**config.mk**
```make
export PLATFORM = sky130hd
export DESIGN_NAME = aso_serial_out
export DESIGN_NICKNAME = d
export VERILOG_FILES = /design/src/common/aso_pkg.sv /design/src/logic/aso_serial_out.sv
export SDC_FILE = /design/constraint.sdc
export NUM_CORES = 2
export LEC_CHECK = 0
export ABC_AREA = 1
export BUFFER_PORTS_ARGS = -buffer_cell sky130_fd_sc_hd__buf_2
export CORE_UTILIZATION = 30
export CTS_CLUSTER_DIAMETER = 40
export DETAILED_ROUTE_END_ITERATION = 6
export PLACE_DENSITY = 0.52
export SLEW_MARGIN = 30
export SYNTH_ARGS = -nofsm -noshare
export SYNTH_HDL_FRONTEND = slang
export SYNTH_SLANG_ARGS = --single-unit
```
**constraint.sdc**
```tcl
create_clock -name mclk -period 4.6 [get_ports mclk]
set_input_delay 0.92 -clock mclk [delete_from_list [all_inputs] [get_ports mclk]]
set_output_delay 0.92 -clock mclk [all_outputs]
set_load 0.02 [all_outputs]
```
**src/common/aso_pkg.sv**
```systemverilog
// Shared constants for the converter serial output block
package aso_pkg;
  // Configuration addresses (bank 0 unique, the rest in bank 1)
  localparam logic [7:0]  A_RESET = 8'h00;
  localparam logic [7:0]  A_BANK  = 8'h03;
  localparam logic [7:0]  A_INIT1 = 8'h04;
  localparam logic [7:0]  A_FMT   = 8'h0D;
  localparam logic [7:0]  A_PCA   = 8'h13;
  localparam logic [7:0]  A_TA0   = 8'h14;
  localparam logic [7:0]  A_TA1   = 8'h15;
  localparam logic [7:0]  A_PCB   = 8'h18;
  localparam logic [7:0]  A_TB0   = 8'h19;
  localparam logic [7:0]  A_TB1   = 8'h1A;
  localparam logic [7:0]  A_PD    = 8'hC0;
  localparam logic [7:0]  A_IF    = 8'hC1;
  localparam logic [7:0]  A_INIT2 = 8'hF6;
  localparam logic [15:0] BANK1_CODE  = 16'h0002;
  localparam logic [15:0] REG_DEFAULT = 16'h0000;
  // Field positions
  localparam int RST_BIT  = 0;
  localparam int FMT_TWOS = 0;
  localparam int FMT_RAND = 1;
  localparam int PAT_EN   = 15;
  localparam int PAT_MODE = 12;
  localparam int PAT_INC  = 0;
  localparam int PAT_INC_W = 8;
  localparam int PD_LO    = 8;
  localparam logic [1:0] PD_ALL = 2'b11;
  localparam int IF_RATE  = 0;
  localparam int IF_LANES = 1;
  localparam int IF_REFOFF = 2;
  // Frame geometry
  localparam int RES_BITS  = 18;
  localparam int SLOT_BITS = 24;
  localparam int PAD_BITS  = SLOT_BITS - RES_BITS;
  localparam int CHANNELS  = 8;
  localparam int GROUP_CH  = 4;
  localparam int LANES_MAX = 4;
  localparam int LBITS_4 = SLOT_BITS * CHANNELS / 4;
  localparam int LBITS_2 = SLOT_BITS * CHANNELS / 2;
  localparam logic [1:0] SEQ_FIRST = 2'b00;
  localparam logic [1:0] SEQ_HALF  = 2'b10;
  // Sampling clock watchdog
  localparam int MCLK_NS     = 100;
  localparam int STOP_TIME_NS = 2000;
  localparam int STOP_CYCLES = (STOP_TIME_NS + MCLK_NS - 1) / MCLK_NS;
  typedef enum logic [1:0] {
    PAT_FIX0 = 2'b00,
    PAT_FIX1 = 2'b01,
    PAT_RAMP = 2'b10,
    PAT_ALT  = 2'b11
  } aso_pat_e;
  typedef enum logic {
    TX_IDLE = 1'b0,
    TX_SEND = 1'b1
  } aso_tx_e;
endpackage

```
**src/logic/aso_serial_out.sv**
```systemverilog
// Converter serial output: framing, lanes, patterns and control registers
`timescale 1ns/1ps
`default_nettype none
module aso_serial_out #(
  parameter int STOP_CNT = aso_pkg::STOP_CYCLES
) (
  input  wire logic         mclk,
  input  wire logic         reset,
  input  wire logic         sample_clock_pos,
  input  wire logic         sample_sync_in,
  input  wire logic         reset_pin_n,
  input  wire logic         powerdown_pin_n,
  input  wire logic [143:0] conv_results,
  input  wire logic         cfg_wr,
  input  wire logic         cfg_rd,
  input  wire logic [7:0]   cfg_addr,
  input  wire logic [15:0]  cfg_wdata,
  output logic      [15:0]  cfg_rdata,
  output logic      [3:0]   data_lanes,
  output logic              bit_clock_out,
  output logic              frame_clock_out,
  output logic              powered_down,
  output logic              internal_ref_off
);
  import aso_pkg::*;

  typedef struct packed {
    logic [2:0]  sck;
    logic [1:0]  syn;
    logic [1:0]  rpn;
    logic [1:0]  ppn;
    logic        sync_hit;
    logic [7:0]  idle;
    logic        stopped;
    logic [1:0]  seq;
    logic        fclk;
    logic        bclk;
    logic        phase;
    logic        pdo;
    aso_tx_e     tx;
    logic [7:0]  left;
    logic [3:0][LBITS_2-1:0] sr;
    logic [3:0]  lane;
    logic [15:0] bank, init1, fmt, pca, pcb, ta0, ta1, tb0, tb1, pd, ifc, init2, rdata;
    logic [17:0] ra, rb;
    logic        alt;
  } aso_state_s;

  aso_state_s s_reg, s_next;
  logic [CHANNELS-1:0][SLOT_BITS-1:0] slot;
  logic [3:0][LBITS_2-1:0] ld;
  logic rise, fall, pdn, fstart, two, ddr, wr_b0, wr_b1, soft_rst;
  logic [1:0] seq_n;

  function automatic logic [17:0] ramp_step(input logic [15:0] ctl);
    return {10'b0, ctl[PAT_INC +: PAT_INC_W]} + 18'd1;
  endfunction

  function automatic logic [17:0] conv_fmt(input logic [17:0] c, input logic [15:0] f);
    logic [17:0] v;
    v = f[FMT_TWOS] ? {~c[17], c[16:0]} : c;
    if (f[FMT_RAND]) begin
      v[17:1] = v[17:1] ^ {17{v[0]}};
    end
    return v;
  endfunction

  function automatic logic [17:0] slot_val(input logic [15:0] ctl, input logic [15:0] t0,
                                           input logic [15:0] t1, input logic [17:0] ramp,
                                           input logic alt, input logic [1:0] k,
                                           input logic [17:0] conv);
    if (!ctl[PAT_EN]) begin
      return conv;
    end
    case (aso_pat_e'(ctl[PAT_MODE +: 2]))
      PAT_RAMP: return ramp + 18'(ramp_step(ctl) * {16'b0, k});
      PAT_ALT:  return alt ? {t1, 2'b00} : {t0, 2'b00};
      default:  return {t0, 2'b00};
    endcase
  endfunction

  always_comb begin
    rise  = s_reg.sck[1] & ~s_reg.sck[2];
    fall  = ~s_reg.sck[1] & s_reg.sck[2];
    two   = s_reg.ifc[IF_LANES];
    ddr   = ~s_reg.ifc[IF_RATE];
    seq_n = s_reg.sync_hit ? SEQ_FIRST : s_reg.seq + 2'd1;
    pdn   = s_reg.stopped | ~s_reg.ppn[1] | ~s_reg.rpn[1]
          | (s_reg.pd[PD_LO +: 2] == PD_ALL);
    fstart = rise & ~pdn & (seq_n == SEQ_FIRST);
    wr_b0 = cfg_wr;
    wr_b1 = cfg_wr & (s_reg.bank == BANK1_CODE);
    soft_rst = wr_b0 & (cfg_addr == A_RESET) & cfg_wdata[RST_BIT];
    for (int i = 0; i < CHANNELS; i++) begin
      if (i < GROUP_CH) begin
        slot[i] = {slot_val(s_reg.pca, s_reg.ta0, s_reg.ta1, s_reg.ra, s_reg.alt, 2'(i),
                            conv_fmt(conv_results[i*RES_BITS +: RES_BITS], s_reg.fmt)),
                   {PAD_BITS{1'b0}}};
      end else begin
        slot[i] = {slot_val(s_reg.pcb, s_reg.tb0, s_reg.tb1, s_reg.rb, s_reg.alt, 2'(i),
                            conv_fmt(conv_results[i*RES_BITS +: RES_BITS], s_reg.fmt)),
                   {PAD_BITS{1'b0}}};
      end
    end
    ld = '0;
    if (two) begin
      ld[3] = {slot[0], slot[1], slot[2], slot[3]};
      ld[1] = {slot[4], slot[5], slot[6], slot[7]};
    end else begin
      for (int j = 0; j < LANES_MAX; j++) begin
        ld[3-j] = {slot[2*j], slot[2*j+1], {LBITS_4{1'b0}}};
      end
    end
  end

  always_comb begin
    s_next = s_reg;
    s_next.sck = {s_reg.sck[1:0], sample_clock_pos};
    s_next.syn = {s_reg.syn[0], sample_sync_in};
    s_next.rpn = {s_reg.rpn[0], reset_pin_n};
    s_next.ppn = {s_reg.ppn[0], powerdown_pin_n};
    // Any sampling clock edge proves the clock is alive
    if (rise | fall) begin
      s_next.idle = '0;
      s_next.stopped = 1'b0;
    end else if (s_reg.idle == 8'(STOP_CNT - 1)) begin
      s_next.stopped = 1'b1;
    end else begin
      s_next.idle = s_reg.idle + 8'd1;
    end
    if (fall) begin
      s_next.sync_hit = s_reg.syn[1];
    end
    if (rise) begin
      s_next.seq = seq_n;
      s_next.sync_hit = 1'b0;
      // Only a frame start may raise it, so leaving power-down mid-frame gives no early edge
      s_next.fclk = fstart | (s_reg.fclk & (seq_n < SEQ_HALF) & ~pdn);
    end
    s_next.pdo = pdn;
    if (pdn) begin
      s_next.tx = TX_IDLE;
      s_next.lane = '0;
      s_next.bclk = 1'b0;
      s_next.fclk = 1'b0;
    end else if (fstart) begin
      for (int j = 0; j < LANES_MAX; j++) begin
        s_next.lane[j] = ld[j][LBITS_2-1];
        s_next.sr[j] = ld[j] << 1;
      end
      s_next.left = two ? 8'(LBITS_2 - 1) : 8'(LBITS_4 - 1);
      s_next.tx = TX_SEND;
      s_next.bclk = 1'b0;
      s_next.phase = 1'b0;
      s_next.alt = ~s_reg.alt;
      if (s_reg.pca[PAT_EN] && s_reg.pca[PAT_MODE +: 2] == PAT_RAMP) begin
        s_next.ra = s_reg.ra + 18'(ramp_step(s_reg.pca) * 18'd4);
      end
      if (s_reg.pcb[PAT_EN] && s_reg.pcb[PAT_MODE +: 2] == PAT_RAMP) begin
        s_next.rb = s_reg.rb + 18'(ramp_step(s_reg.pcb) * 18'd4);
      end
    end else if (s_reg.tx == TX_SEND) begin
      // Double rate moves a bit on every clock edge, single rate on falling ones
      s_next.bclk = ~s_reg.bclk;
      s_next.phase = ~s_reg.phase;
      if (ddr || s_reg.phase) begin
        if (s_reg.left == 8'd0) begin
          s_next.tx = TX_IDLE;
          s_next.lane = '0;
          s_next.bclk = 1'b0;
        end else begin
          for (int j = 0; j < LANES_MAX; j++) begin
            s_next.lane[j] = s_reg.sr[j][LBITS_2-1];
            s_next.sr[j] = s_reg.sr[j] << 1;
          end
          s_next.left = s_reg.left - 8'd1;
        end
      end
    end
    s_next.rdata = '0;
    if (cfg_rd) begin
      case (cfg_addr)
        A_BANK:  s_next.rdata = s_reg.bank;
        A_INIT1: s_next.rdata = s_reg.init1;
        default: s_next.rdata = '0;
      endcase
      if (s_reg.bank == BANK1_CODE) begin
        case (cfg_addr)
          A_FMT:   s_next.rdata = s_reg.fmt;
          A_PCA:   s_next.rdata = s_reg.pca;
          A_TA0:   s_next.rdata = s_reg.ta0;
          A_TA1:   s_next.rdata = s_reg.ta1;
          A_PCB:   s_next.rdata = s_reg.pcb;
          A_TB0:   s_next.rdata = s_reg.tb0;
          A_TB1:   s_next.rdata = s_reg.tb1;
          A_PD:    s_next.rdata = s_reg.pd;
          A_IF:    s_next.rdata = s_reg.ifc;
          A_INIT2: s_next.rdata = s_reg.init2;
          default: s_next.rdata = s_next.rdata;
        endcase
      end
    end
    if (wr_b0 && cfg_addr == A_BANK) s_next.bank = cfg_wdata;
    if (wr_b0 && cfg_addr == A_INIT1) s_next.init1 = cfg_wdata;
    if (wr_b1) begin
      case (cfg_addr)
        A_FMT:   s_next.fmt = cfg_wdata;
        A_PCA:   s_next.pca = cfg_wdata;
        A_TA0:   s_next.ta0 = cfg_wdata;
        A_TA1:   s_next.ta1 = cfg_wdata;
        A_PCB:   s_next.pcb = cfg_wdata;
        A_TB0:   s_next.tb0 = cfg_wdata;
        A_TB1:   s_next.tb1 = cfg_wdata;
        A_PD:    s_next.pd = cfg_wdata;
        A_IF:    s_next.ifc = cfg_wdata;
        A_INIT2: s_next.init2 = cfg_wdata;
        default: s_next.init2 = s_next.init2;
      endcase
    end
    // Pin or soft reset restores defaults; power-down alone keeps them
    if (~s_reg.rpn[1] | soft_rst) begin
      {s_next.bank, s_next.init1, s_next.fmt, s_next.pca, s_next.pcb, s_next.ta0, s_next.ta1,
       s_next.tb0, s_next.tb1, s_next.pd, s_next.ifc, s_next.init2} = {12{REG_DEFAULT}};
      s_next.ra = '0;
      s_next.rb = '0;
    end
  end

  always_ff @(posedge mclk) begin
    if (reset) begin
      s_reg <= '0;
      s_reg.stopped <= 1'b1;
      s_reg.pdo <= 1'b1;
    end else begin
      s_reg <= s_next;
    end
  end

  assign cfg_rdata        = s_reg.rdata;
  assign data_lanes       = s_reg.lane;
  assign bit_clock_out    = s_reg.bclk;
  assign frame_clock_out  = s_reg.fclk;
  assign powered_down     = s_reg.pdo;
  assign internal_ref_off = s_reg.ifc[IF_REFOFF];
endmodule
`default_nettype wire

```
==> run metrics <==
Logic pwr share under 10%; # resized after CTS 0; slew margin rel. between 20% and 30%; post-CTS setup buffers 0; maxcap violations 0; root buffer cell clkbuf_16; Final WS setup 630 ps; max reg flops approximately 560; Die Wd between 300 and 400 um; Placed Cells approximately 6200; crit-path leading delay family simple AND/OR/NAND/NOR gates; final period utilization a little under nine tenths; Worst Path Arrival 4580 ps; PwrDens 355 nW/um^2; core region area around 110000 um^2; syn nets ~5000; GRT Resource Usage Total 23.7%; CP bufs+invs 3; RSZ-0062 raised after global routing false; Starting Density 30.4%; Pleak around 16 nW; DP Worst Slack between 700 and 800 ps; initial antenna violation count 6; Starting DRT DRC Count ~3600; Startpoint Class register; DR vias/cell ~5.3; # setup viols final 0; Die H roughly 330 um; Max Slew Vio Count 0; vias in the first global route about 31000; crit path time final between 3000 and 4000 ps; # diodes 0; Worst setup EP type register; Reg power frac between 30% and 40%; nets 5136; sw power roughly 3.3 mW; final RePlAce weighted congestion 0.979; post-synthesis sequential element count a little under 600; setup_tns 0 ps; FMAX 0.252 GHz; Post-synth EDFFs 0; Bufs on Longest Clock Path 3; total power around 14 mW; Layout area overhead 16.9%; via count about 34000; Post-DP HPWL 98.5 mm; Cells after Synth 4828; First-pass DRT Iterations 6; first-pass GRT wire length 203 mm; final non-filler cell total about 6400; worst-margin pin slew 1160 ps; Max VDD drop 0.000294 V; most common flop cell mapped by yosys dfxtp_1; DR WL/cell roughly 21 um; post-layout util between 30% and 40%; final-report hold violation count 0; mapped cell area 33300 um^2; critical path peak fanout 5; Clk Latency, worst-skew pair a little under 700 ps; CTS buffer count approximately 100; TritonCTS clock tree built; I/O Pins 200; Crit Path Class reg -> reg; Core Rows 121; DRC Markers 0; largest net degree at the start of global routing about 180; sequential-to-total area share from yosys stat between 30% and 40%; run status complete, no violations; antenna viol nets, final 0; CTS clk-pin slew, worst paths 50 ps; Post-Route WL between 100 and 150 mm; Sw Ratio about a quarter; share of layout cells above drive strength 1 ~11%; warning count from the yosys run 0; Clk pwr share between 50% and 60%; Hold Path Class reg -> reg; worst path required time 5210 ps; htree depth 3; Cell Int Power 10.5 mW; CP Cell Sequence inv_1 -> nor3_1 -> nand3_1 -> nor2_1 -> nand2_1 -> xor2_1 -> xor2_1 -> inv_1 -> ha_1 -> a21o_1 -> ha_1 -> inv_1 -> o21ai_0 -> nor2_1 -> nand2_1 -> nand3_1 -> nand2_1 -> nand2_1 -> nand3_1 -> nand2_1 -> nand2_1 -> nand2_1 -> a21oi_1; GRT overflow 0; Crit-path slowest cell dfxtp_1; syn avg cell area between 6 and 7 um^2; cell mode on critical path nand2_1; IO buf count between 150 and 200; max incr delay on CP approximately 410 ps; CTS sink count about 590; Post-synth ARST share 0%; Die ar. 112000 um^2; cts-stage hold buffer count 0; post-synthesis cell type count 60; Final Skew between 30 and 40 ps
[final timing paths]
kind              slack [ps]   startpoint    endpoint  cells after the start
setup / recovery         630   s_reg[181]  s_reg[557]                     23
hold / removal           410  s_next[661]  s_reg[661]                      2
setup reg to reg         630   s_reg[181]  s_reg[557]                     23
hold reg to reg          410  s_next[661]  s_reg[661]                      2
[synth_stat cells (5+ instances only)]
cell type / number / area, um^2
buf_4: 41 / 308
a31oi_1: 29 / 181
a211oi_1: 12 / 90.1
a22oi_1: 16 / 120
nand2_1: 797 / 2990
ha_1: 79 / 988
buf_1: 17 / 63.8
fa_1: 18 / 360
nand4_1: 36 / 225
o221ai_1: 11 / 96.3
xor2_1: 42 / 368
clkinv_1: 6 / 22.5
o21ai_0: 663 / 3320
o22ai_1: 35 / 219
or2_2: 12 / 75.1
nor3_2: 5 / 50.1
a221oi_1: 96 / 841
clkbuf_1: 187 / 702
nand3_1: 215 / 1080
o311ai_0: 8 / 70.1
nor3_1: 29 / 145
nand2_2: 9 / 56.3
nor2_1: 313 / 1170
buf_2: 82 / 410
o21bai_1: 10 / 75.1
o211ai_1: 15 / 113
nor2_4: 9 / 101
inv_1: 460 / 1730
o31ai_1: 5 / 37.5
o21ai_1: 60 / 300
a21o_1: 35 / 263
inv_2: 23 / 86.3
nor2_2: 15 / 93.8
xnor2_1: 40 / 350
dfxtp_1: 593 / 11900
a21oi_1: 751 / 3760
o2111ai_1: 5 / 43.8
buf_6: 9 / 101
[per-layer routing]
| layer | vias to the layer above | global-route usage [%] | part of all wire, % |
|---|---|---|---|
| met5 | - | 0 | 0.030 |
| met4 | 6 | 9.00 | 3.7 |
| met3 | 243 | 3.71 | 7.7 |
| met2 | 1326 | 34.6 | 42 |
| met1 | 16000 | 34.6 | 47 |
| li1 | 16500 | - | - |
[layout by cell type (no fill, tap or decap), drive strengths merged, types with 36 or more instances in the layout]
master    n
a21oi   751
a221oi   96
buf     268
clkbuf  121
clkinv   37
dfxtp   593
ha       79
inv     493
nand2   808
nand3   219
nand4    37
nor2    337
nor3     36
o21ai   723
xnor2    40
xor2     42
[per-stage QoR]
stage | instance area, um^2 | hold slack [ps]
global route | 38900 | 432
detailed placement | 35200 | 405
floorplan | 33300 | 388
global placement | 35200 | 414
finish | 38900 | 407
CTS | 38900 | 407
[power by group through the flow]
stage,sequential (mW),combinational (mW),clock [mW]
3_5_place_dp,5.26,0.430,0
6_report,5.16,0.438,8.19
2_1_floorplan,5.26,0.205,0
5_1_grt,5.15,0.468,8.56
3_3_place_gp,5.26,0.431,0
4_1_cts,5.16,0.432,8.32
[worst reg2reg max path, delay by kind of cell, from the launching register on]
family | cells | cell delay [ps]
compound gates | 3 | 590
xor+xnor | 2 | 560
fa+ha+maj | 2 | 520
buf+inv | 3 | 240
flops | 1 | 410
simple gates | 13 | 1580
[kinds of logic after synthesis]
family                   Yosys count  share of synthesized area [%]
AO/OA/AOI/OAI                   1771                           29.3
XOR/XNOR                          82                           2.16
adder cells (fa/ha/maj)           97                           4.05
buffers and inverters            828                           10.3
flip-flops                       593                           35.7
AND/OR/NAND/NOR                 1457                           18.5
[area by class of cell]
class / instances / area [um^2]
multi-input cells: 3407 / 18000
clock inverters: 68 / 936
repair buffers: 268 / 1590
flip-flops and latches: 593 / 11900
inverters: 490 / 1850
fillers: 11800 / 70600
clock buffers: 121 / 2780
well taps: 1476 / 1850
No activity file was read; power rests on OpenSTA's default activity.
